### src/logic/drc_pkg.sv
// constants, types and helpers shared by the dram burst-page sequencer
// assumes one 125 mhz clock; one dram bus clock spans two such cycles (high, low)
package drc_pkg;

    // ==========================================================
    // register map
    localparam logic [7:0] DRC_OFS_TIMING = 8'h00;
    localparam logic [7:0] DRC_OFS_BANKCFG = 8'h04;
    localparam logic [7:0] DRC_OFS_STATUS = 8'h08;
    localparam int DRC_TIM_EDO_BIT = 0;
    localparam int DRC_TIM_RCD_LSB = 1;
    localparam int DRC_TIM_CAS_LSB = 3;
    localparam int DRC_TIM_RP_LSB = 5;
    localparam int DRC_TIM_W = 7;
    localparam logic [6:0] DRC_TIM_RST = 7'h00;
    localparam int DRC_BANK_FLD_W = 3;
    localparam int DRC_BANK_BURST_BIT = 2;
    localparam int DRC_BANKCFG_W = 6;
    localparam logic [5:0] DRC_BANKCFG_RST = 6'h24;
    localparam int DRC_BANK_ADDR_BIT = 27;

    // ==========================================================
    // codes
    localparam logic [1:0] DRC_SZ_LONG = 2'h0;
    localparam logic [1:0] DRC_SZ_BYTE = 2'h1;
    localparam logic [1:0] DRC_SZ_WORD = 2'h2;
    localparam logic [1:0] DRC_SZ_LINE = 2'h3;
    localparam logic [1:0] DRC_PORT_32 = 2'h0;
    localparam logic [1:0] DRC_PORT_8 = 2'h1;
    localparam logic [1:0] DRC_PORT_16 = 2'h2;

    // ==========================================================
    // timing, in phases of the fast clock (two phases per bus clock)
    localparam int DRC_CLK_PERIOD_NS = 8;
    localparam logic [3:0] DRC_PHASES_PER_CLK = 4'h2;
    localparam int DRC_RP_MIN_CLKS = 2;
    localparam logic [3:0] DRC_PRE_CNT = 4'((DRC_RP_MIN_CLKS * 2) - 1);

    typedef enum logic [2:0] {ST_IDLE, ST_ROW, ST_RAS, ST_COL, ST_CAS, ST_ACK, ST_ACKL, ST_PRE} drc_state_e;

    typedef struct packed {
        logic [27:0] addr;
        logic wr;
        logic [1:0] size;
        logic [127:0] wdata;
    } drc_req_s;

    typedef struct packed {
        logic [127:0] rdata;
    } drc_rsp_s;

    typedef struct packed {
        logic [18:0] addr;
        logic transfer_start_n;
        logic dram_write_strobe_n;
        logic [1:0] transfer_size;
        logic [1:0] ras_n;
        logic [3:0] cas_n;
        logic [31:0] dout;
        logic doe;
        logic xfer_ack;
    } drc_pins_s;

    // ==========================================================
    // helpers
    function automatic logic [2:0] drc_op_log2(logic [1:0] sz);
        case (sz)
            DRC_SZ_BYTE: drc_op_log2 = 3'h0;
            DRC_SZ_WORD: drc_op_log2 = 3'h1;
            DRC_SZ_LONG: drc_op_log2 = 3'h2;
            default: drc_op_log2 = 3'h4;
        endcase
    endfunction

    function automatic logic [2:0] drc_port_log2(logic [1:0] p);
        case (p)
            DRC_PORT_8: drc_port_log2 = 3'h0;
            DRC_PORT_16: drc_port_log2 = 3'h1;
            default: drc_port_log2 = 3'h2;
        endcase
    endfunction

    // lane 0 is d[31:24] and pairs with cas bit 0
    function automatic logic [3:0] drc_lane_mask(logic [2:0] eb, logic [1:0] off);
        logic [3:0] m;
        m = 4'hf;
        if (eb == 3'h1) m = 4'h1;
        else if (eb == 3'h2) m = 4'h3;
        drc_lane_mask = m << off;
    endfunction

    // narrow operands are copied onto every lane so any port position sees them
    function automatic logic [31:0] drc_lane_data(logic [31:0] top, logic [2:0] eb);
        if (eb == 3'h1) drc_lane_data = {4{top[31:24]}};
        else if (eb == 3'h2) drc_lane_data = {2{top[31:16]}};
        else drc_lane_data = top;
    endfunction

endpackage

### src/logic/drc_ctrl.sv
// dram access sequencer for banks in burst page or normal mode, with edo cas timing
// assumes a core-side requester on clk and dram devices on the far pins
//
// Contract
// burst whenever operand size exceeds the addressed bank's port width; a bank with its burst bit clear opens a row per beat instead
// page-mode beats inside a burst, ras negated after the final beat
// no page-miss handling needed in burst page mode
// nonburst access runs like normal mode, ras negated at its end
// reads and writes share control timing, only data drive differs
// fastest burst: first beat three clocks, each later beat two
// fastest nonburst takes three clocks; timing register slows waveforms
// first high phase: row address, write strobe, size, transfer start
// size code 0 for longword, 2 for word, with the row address
// ras in first low phase; next high: start off, column, write data
// cas for accessed lanes in the low phase after column drive
// acknowledge in third clock, negated next clock with cas
// between beats keep ras, drop cas, drive next column and data
// burst end drops ack, ras, cas together, then releases data bus; here doe drops in that same clock
// next access starts two clocks after the clock ending a burst
// nonburst read data captured at edge after ack, then all negated
// one edo enable bit covers both banks; 1 enables it
// edo set: cas negates half a clock earlier on page-mode beats
// fastest page timing: one clock cas precharge with edo, half without
// software keeps edo dram out of fast page mode
module drc_ctrl
    import drc_pkg::*;
(
    input wire logic clk,
    input wire logic rst,
    input wire logic [7:0] reg_addr,
    input wire logic [31:0] reg_wdata,
    input wire logic reg_we,
    input wire logic reg_re,
    output logic [31:0] reg_rdata,
    input wire logic req_valid,
    input wire drc_req_s req,
    output logic req_ready,
    output logic rsp_valid,
    output drc_rsp_s rsp,
    input wire logic [31:0] dram_din,
    output drc_pins_s dram,
    output logic bus_clk
);
    // ==========================================================
    // state
    typedef struct packed {
        drc_state_e st;
        logic [3:0] cnt;
        logic [4:0] beats;
        logic [27:0] cur;
        logic wr;
        logic [1:0] size;
        logic [2:0] eb;
        logic [1:0] pmask;
        logic burst;
        logic bank;
        logic [127:0] wsh;
        logic [127:0] rsh;
        logic [1:0] cap_p;
        logic cap_last;
        logic [1:0] cap_off;
        logic [6:0] timing;
        logic [5:0] bankcfg;
        logic ready;
        logic rsp_valid;
        logic [127:0] rdata;
        logic [31:0] reg_rdata;
        drc_pins_s pins;
        logic bus_clk;
    } drc_core_s;

    drc_core_s s_r;
    drc_core_s s_nxt;
    logic phase_h;
    logic [31:0] din_sync;

    drc_phase u_phase (
        .clk(clk),
        .rst(rst),
        .phase_h(phase_h)
    );

    drc_sync u_sync (
        .clk(clk),
        .rst(rst),
        .d(dram_din),
        .q(din_sync)
    );

    assign reg_rdata = s_r.reg_rdata;
    assign req_ready = s_r.ready;
    assign rsp_valid = s_r.rsp_valid;
    assign rsp.rdata = s_r.rdata;
    assign dram = s_r.pins;
    assign bus_clk = s_r.bus_clk;

    // ==========================================================
    // next state
    always_comb begin
        logic go_row;
        logic edo_en;
        logic [3:0] rcd_ph;
        logic [3:0] cas_ph;
        logic [3:0] rp_ph;
        logic [2:0] ol;
        logic [2:0] pl;
        logic [1:0] port;
        logic breq;
        logic [27:0] nxt_addr;
        logic [127:0] nxt_wsh;
        logic [1:0] off;
        logic [31:0] beat_val;
        logic [127:0] rsh_new;
        go_row = 1'b0;
        edo_en = s_r.timing[DRC_TIM_EDO_BIT];
        rcd_ph = 4'(s_r.timing[DRC_TIM_RCD_LSB +: 2]) * DRC_PHASES_PER_CLK;
        cas_ph = 4'(s_r.timing[DRC_TIM_CAS_LSB +: 2]) * DRC_PHASES_PER_CLK;
        rp_ph = 4'(s_r.timing[DRC_TIM_RP_LSB +: 2]) * DRC_PHASES_PER_CLK;
        breq = req.addr[DRC_BANK_ADDR_BIT];
        port = s_r.bankcfg[DRC_BANK_FLD_W * breq +: 2];
        ol = drc_op_log2(req.size);
        pl = drc_port_log2(port);
        nxt_addr = s_r.cur + 28'(s_r.eb);
        nxt_wsh = s_r.wsh << {s_r.eb, 3'b000};
        // lanes follow the port width, so a narrow operand on a wide port lands on its own lanes
        off = s_r.cur[1:0] & s_r.pmask;
        beat_val = (din_sync << {s_r.cap_off, 3'b000}) >> {3'(3'h4 - s_r.eb), 3'b000};
        rsh_new = (s_r.rsh << {s_r.eb, 3'b000}) | {96'h0, beat_val};
        s_nxt = s_r;
        s_nxt.rsp_valid = 1'b0;
        s_nxt.reg_rdata = 32'h0;
        s_nxt.bus_clk = ~phase_h;

        // register port
        if (reg_we) begin
            case (reg_addr)
                DRC_OFS_TIMING: s_nxt.timing = reg_wdata[DRC_TIM_W-1:0];
                DRC_OFS_BANKCFG: s_nxt.bankcfg = reg_wdata[DRC_BANKCFG_W-1:0];
                default: s_nxt.timing = s_r.timing;
            endcase
        end
        if (reg_re) begin
            case (reg_addr)
                DRC_OFS_TIMING: s_nxt.reg_rdata = {25'h0, s_r.timing};
                DRC_OFS_BANKCFG: s_nxt.reg_rdata = {26'h0, s_r.bankcfg};
                DRC_OFS_STATUS: s_nxt.reg_rdata = {25'h0, ~&s_r.pins.ras_n, s_r.beats, s_r.st != ST_IDLE};
                default: s_nxt.reg_rdata = 32'h0;
            endcase
        end

        // accept a request; operand size against the bank's port width decides beats and bytes per beat
        if (req_valid && s_r.ready) begin
            s_nxt.cur = req.addr;
            s_nxt.wr = req.wr;
            s_nxt.size = req.size;
            s_nxt.bank = breq;
            s_nxt.wsh = req.wdata;
            s_nxt.rsh = 128'h0;
            s_nxt.pmask = 2'((3'h1 << pl) - 3'h1);
            if (ol > pl) begin
                s_nxt.beats = 5'h01 << (ol - pl);
                s_nxt.eb = 3'h1 << pl;
                s_nxt.burst = s_r.bankcfg[DRC_BANK_FLD_W * breq + DRC_BANK_BURST_BIT];
            end else begin
                s_nxt.beats = 5'h01;
                s_nxt.eb = 3'h1 << ol;
                s_nxt.burst = 1'b0;
            end
        end

        // read capture, two phases after the beat-ending edge through the synchroniser
        s_nxt.cap_p = {s_r.cap_p[0], 1'b0};
        if (s_r.cap_p[1]) begin
            s_nxt.rsh = rsh_new;
            if (s_r.cap_last) begin
                s_nxt.rsp_valid = 1'b1;
                s_nxt.rdata = rsh_new;
            end
        end

        case (s_r.st)
            ST_IDLE: begin
                // row phase must land on a high phase
                if (s_r.beats != 5'h0 && !phase_h) go_row = 1'b1;
            end
            ST_ROW: begin
                s_nxt.pins.ras_n[s_r.bank] = 1'b0;
                s_nxt.cnt = rcd_ph;
                s_nxt.st = ST_RAS;
            end
            ST_RAS: begin
                if (s_r.cnt != 4'h0) begin
                    s_nxt.cnt = s_r.cnt - 4'h1;
                end else begin
                    s_nxt.pins.transfer_start_n = 1'b1;
                    s_nxt.pins.addr = {10'h0, s_r.cur[8:0]};
                    s_nxt.pins.dout = drc_lane_data(s_r.wsh[127:96], s_r.eb);
                    s_nxt.pins.doe = s_r.wr;
                    s_nxt.st = ST_COL;
                end
            end
            ST_COL: begin
                s_nxt.pins.cas_n = ~drc_lane_mask(s_r.eb, off);
                s_nxt.cnt = cas_ph;
                s_nxt.st = ST_CAS;
            end
            ST_CAS: begin
                if (s_r.cnt != 4'h0) begin
                    s_nxt.cnt = s_r.cnt - 4'h1;
                end else begin
                    s_nxt.pins.xfer_ack = 1'b1;
                    s_nxt.st = ST_ACK;
                end
            end
            ST_ACK: begin
                // edo keeps read data valid, so cas can start precharge half a clock early
                if (edo_en && s_r.burst) s_nxt.pins.cas_n = 4'hf;
                s_nxt.st = ST_ACKL;
            end
            ST_ACKL: begin
                s_nxt.pins.xfer_ack = 1'b0;
                s_nxt.pins.cas_n = 4'hf;
                s_nxt.beats = s_r.beats - 5'h1;
                s_nxt.cur = nxt_addr;
                s_nxt.wsh = nxt_wsh;
                if (!s_r.wr) begin
                    s_nxt.cap_p[0] = 1'b1;
                    s_nxt.cap_last = (s_r.beats == 5'h1);
                    s_nxt.cap_off = off;
                end else if (s_r.beats == 5'h1) begin
                    s_nxt.rsp_valid = 1'b1;
                end
                if (s_r.beats != 5'h1 && s_r.burst) begin
                    // later beats sit in the open page, so no row compare is kept
                    s_nxt.pins.addr = {10'h0, nxt_addr[8:0]};
                    s_nxt.pins.dout = drc_lane_data(nxt_wsh[127:96], s_r.eb);
                    s_nxt.st = ST_COL;
                end else begin
                    s_nxt.pins.ras_n = 2'b11;
                    s_nxt.pins.doe = 1'b0;
                    s_nxt.cnt = DRC_PRE_CNT + rp_ph;
                    s_nxt.st = ST_PRE;
                end
            end
            ST_PRE: begin
                if (s_r.cnt != 4'h0) begin
                    s_nxt.cnt = s_r.cnt - 4'h1;
                end else if (s_r.beats != 5'h0) begin
                    go_row = 1'b1;
                end else begin
                    s_nxt.st = ST_IDLE;
                end
            end
            default: begin
                s_nxt.st = ST_IDLE;
            end
        endcase

        if (go_row) begin
            s_nxt.pins.addr = s_r.cur[27:9];
            s_nxt.pins.dram_write_strobe_n = ~s_r.wr;
            s_nxt.pins.transfer_size = s_r.size;
            s_nxt.pins.transfer_start_n = 1'b0;
            s_nxt.st = ST_ROW;
        end

        // a capture in flight still owns the read shifter
        s_nxt.ready = (s_nxt.st == ST_IDLE || s_nxt.st == ST_PRE) && s_nxt.beats == 5'h0 && s_nxt.cap_p == 2'b00;
    end

    // ==========================================================
    // registers
    always_ff @(posedge clk or posedge rst) begin
        if (rst) begin
            s_r <= '0;
            s_r.timing <= DRC_TIM_RST;
            s_r.bankcfg <= DRC_BANKCFG_RST;
            s_r.pins.ras_n <= 2'b11;
            s_r.pins.cas_n <= 4'hf;
            s_r.pins.transfer_start_n <= 1'b1;
            s_r.pins.dram_write_strobe_n <= 1'b1;
        end else begin
            s_r <= s_nxt;
        end
    end
endmodule

### src/logic/drc_phase.sv
// bus clock phase divider: high phase and low phase alternate each clk cycle
// assumes reset releases into the high phase
module drc_phase
    import drc_pkg::*;
(
    input wire logic clk,
    input wire logic rst,
    output logic phase_h
);
    // ==========================================================
    // divider
    always_ff @(posedge clk or posedge rst) begin
        if (rst) begin
            phase_h <= 1'b1;
        end else begin
            phase_h <= ~phase_h;
        end
    end
endmodule

### src/logic/drc_sync.sv
// two-stage synchroniser for the dram read data pins
// assumes the pins change asynchronously to clk
module drc_sync
    import drc_pkg::*;
(
    input wire logic clk,
    input wire logic rst,
    input wire logic [31:0] d,
    output logic [31:0] q
);
    // ==========================================================
    // stages
    logic [31:0] meta_r;

    always_ff @(posedge clk or posedge rst) begin
        if (rst) begin
            meta_r <= 32'h0;
            q <= 32'h0;
        end else begin
            meta_r <= d;
            q <= meta_r;
        end
    end
endmodule

### config.mk
export PLATFORM = sky130hd
export DESIGN_NAME = drc_ctrl
export DESIGN_NICKNAME = d
export VERILOG_FILES = /design/src/logic/drc_pkg.sv /design/src/logic/drc_ctrl.sv /design/src/logic/drc_phase.sv /design/src/logic/drc_sync.sv
export SDC_FILE = /design/constraint.sdc
export NUM_CORES = 2
export LEC_CHECK = 0
export ABC_AREA = 1
export ABC_CLOCK_PERIOD_IN_PS = 22900
export BUFFER_PORTS_ARGS = -buffer_cell sky130_fd_sc_hd__buf_4
export CAP_MARGIN = 0
export CORE_ASPECT_RATIO = 1.4
export CORE_MARGIN = 8
export CORE_UTILIZATION = 53
export CTS_CLUSTER_DIAMETER = 30
export DETAILED_ROUTE_END_ITERATION = 10
export GPL_ROUTABILITY_DRIVEN = 0
export PLACE_DENSITY_LB_ADDON = 0.1
export SYNTH_ARGS = -nofsm -noshare
export SYNTH_HDL_FRONTEND = slang
export SYNTH_SLANG_ARGS = --single-unit
### constraint.sdc
create_clock -name clk -period 22.9 [get_ports clk]
set_clock_uncertainty 0.1 [all_clocks]
set_input_delay 6.87 -clock clk [delete_from_list [all_inputs] [get_ports clk]]
set_output_delay 6.87 -clock clk [all_outputs]
set_load 0.05 [all_outputs]
==> run_results.csv <==
group,metric,value,unit
timing,finalCriticalPeriod,9.48,ns
timing,worstMarginPinSlew,1.18,ns
clock_tree,clkLatencyLatePin,0.69,ns
min_path,hold_path.class,"reg -> reg",
yosys,syn_inst,4905,
min_path,holdPathEnd,"u_sync.q[5]",
setup_path,cp-start-kind,"input port",
yosys,ys_ff_latch,590,
routing,drt-initial-drc-count,3468,
grt,grt_pass1_vias,33210,
power,peakVddDrop,0.0000912,V
clock_tree,cts_resized,0,
min_path,hp-start,"u_sync.meta_r[5]",
finish,layout_commonest_cell,"nand2_1",
floorplan,die-width,234,um
routing,wl_per_cell,20.8,um
setup_path,path_common_cell,"buf_4",
setup_path,crit_chain,"buf_4, clkinvlp_4, buf_4, buf_4, buf_4",
floorplan,initial_utilization,53.2,%
power,leakage,20.4,nW
placement,numPortBuffers,411,
yosys,yosysTopAreaCell,"dfrtp_1",
setup_path,r2r-end,"s_r[336]",
timing,fin_crit_sh,41.4,%
clock_tree,cts_tree,"done",
yosys,avgSynthCellArea,7.17,um2
setup_path,worst_ep_arrival_time,9.93,ns
clock_tree,cts_buffer_depth,3,
setup_path,cp_num_buf_inv,5,
clock_tree,cts_hold_buf,0,
timing,slew_viol_final,0,
grt,grt_pass1_wl,190,mm
clock_tree,clk_pin_slew,0.06,ns
clock_tree,cts_root_buf,"clkbuf_16",
run_status,outcome,"completed",
yosys,yosys.cell_types.count,54,
yosys,synth_area,0.0352,mm2
clock_tree,h-tree-depth,3,
grt,grt_max_degree,122,
finish,drive_gt1_share,14.3,%
timing,clock.fmax,106,MHz
floorplan,rows,112,
routing,drt.antenna.violating_nets,0,
finish,final_cell_mix,"nand2_1, dfrtp_1, o21ai_0",
setup_path,required,23.36,ns
routing,first_pass_iters,6,
setup_path,cp_slowest_stage_delay,0.88,ns
timing,rsz0062_at_grt,"no",
setup_path,cp.depth,5,
clock_tree,cts_sinks,590,
setup_path,r2r_cells,8,
routing,vias,33982,
yosys,ys_seq_area_share,42.0,%
flow_run,drv_cap,0,
yosys,synth_edf_count,0,
routing,wl_met1,46.5,mm
setup_path,r2r_start,"s_r[504]",
timing,setup_viol,0,
grt,antenna_found_initial,16,
routing,drc,0,
placement,post-place-cells,5707,
grt,grt_usage,32.5,%
clock_tree,cts_setup_buffers,0,
setup_path,crit_type,"in -> async",
floorplan,io_pins,462,
timing,setup-tns-final,0,ns
yosys,yosysWarnings,0,
floorplan,die_h,321,um
routing,met2_length,60.0,mm
yosys,synthTopCellsByArea,"dfrtp_1, nand2_1, o21ai_0, buf_4, nand3_1",
routing,met3_length,9.72,mm
timing,max-slew-margin-rel,21.5,%
setup_path,path_max_fanout,70,
timing,final_hold_viol_count,0,
setup_path,slowest_stage,"buf_4",
placement,dp_hpwl,85.0,mm
floorplan,coreArea,0.0661,mm2
yosys,async_flop_share,100,%
finish,nNetsFinal,5226,
setup_path,critPathTopFamily,"buffers and inverters",
yosys,synthFlopType,"dfrtp_1",
power,power_density,170,mW/mm2
clock_tree,cts_buffers,119,
grt,grt.overflow.total,0,
yosys,synth.top_cell.area_share,41.2,%
routing,top_layer_used,"met5",
finish,fin_cells,5943,
setup_path,end_kind,"asynchronous set/reset pin",
min_path,hold_path_depth,0,
routing,viasPerCell,5.72,
setup_path,r2r_setup_slack,18.65,ns
routing,drt-total-wl,124,mm
finish,area_growth,15.8,%
floorplan,die-area,0.0750,mm2
## report_power, final
group | internal (mW) | switching [mW]
Combinational | 0.953 | 2.45
Clock | 1.17 | 0.627
Sequential | 1.42 | 0.305
## layer usage
layer / vias up / track usage [%]
met5: - / 0
met4: 12 / 19.0
met3: 352 / 6.35
met2: 1560 / 54.2
met1: 16148 / 38.8
li1: 15910 / -
## logic make-up (layout without fill, tap and decap cells)
family	Yosys count	in the layout	synth area share, %
xor gates and xnor gates	7	7	0.196
muxes	68	68	1.94
AOI/OAI and AO/OA	945	945	14.9
other	1	36	0.0107
DFF	590	590	42.0
and+or+nand+nor	2418	2418	27.5
buffers and inverters	859	1007	12.8
adders and majority gates	17	17	0.647
## worst max-delay path by stage
stage	startpoint	to
2_1_floorplan	rst	bus_clk
6_report	rst	s_r[505]
3_3_place_gp	rst	s_r[505]
4_1_cts	rst	s_r[505]
5_1_grt	rst	s_r[505]
3_5_place_dp	rst	s_r[505]
## sequential cells by signal, indices dropped and copies added (netlist names)
register,flops
u_phase.phase_h,1
u_sync.meta_r,32
rsp_valid,1
s_r,323
u_sync.q,32
reg_rdata,7
bus_clk,1
rsp,128
s_nxt,1
dram,63
req_ready,1
## cells in the mapped netlist (all sizes together) (2+ instances only)
cell type and count:
o22ai 52, dfstp 11, nand4 17, dfrtp 579, ha 15, nor4 3, nor2 182, o2111ai 4
buf 434, o31ai 4, a31oi 18, o211ai 66, xor2 6, nand3 324, or2 8, o21ai 643
inv 336, a22oi 35, a21oi 88, nor3 13, o21a 5, o21bai 3, a22o 9, o221ai 16
and3 3, fa 2, nand2 1867, mux2i 67, clkbuf 89
## layout make-up
| type | instances | area, um2 |
|---|---|---|
| fill | 6205 | 25400 |
| multi-input combinational | 3480 | 16000 |
| sequential | 590 | 14800 |
| timing repair buffer | 446 | 3350 |
| clock buffer | 150 | 3320 |
| inverter | 336 | 1280 |
| tap | 855 | 1070 |
| clock inverter | 75 | 858 |
| antenna | 11 | 27.5 |
## stage by stage
stage	area [um2]	hold slack, ns	util (%)	setup slack [ns]	power, mW
2_1_floorplan	35300	0.231	-	7.90	4.27
3_3_place_gp	36500	0.232	55.2	12.56	5.05
3_5_place_dp	36500	0.235	55.2	12.58	5.08
4_1_cts	40700	0.243	61.5	13.32	6.90
5_1_grt	40700	0.250	61.6	12.92	7.35
6_report	40700	0.243	61.6	13.42	6.93
Note: power is estimated with default switching activity, not from simulation.
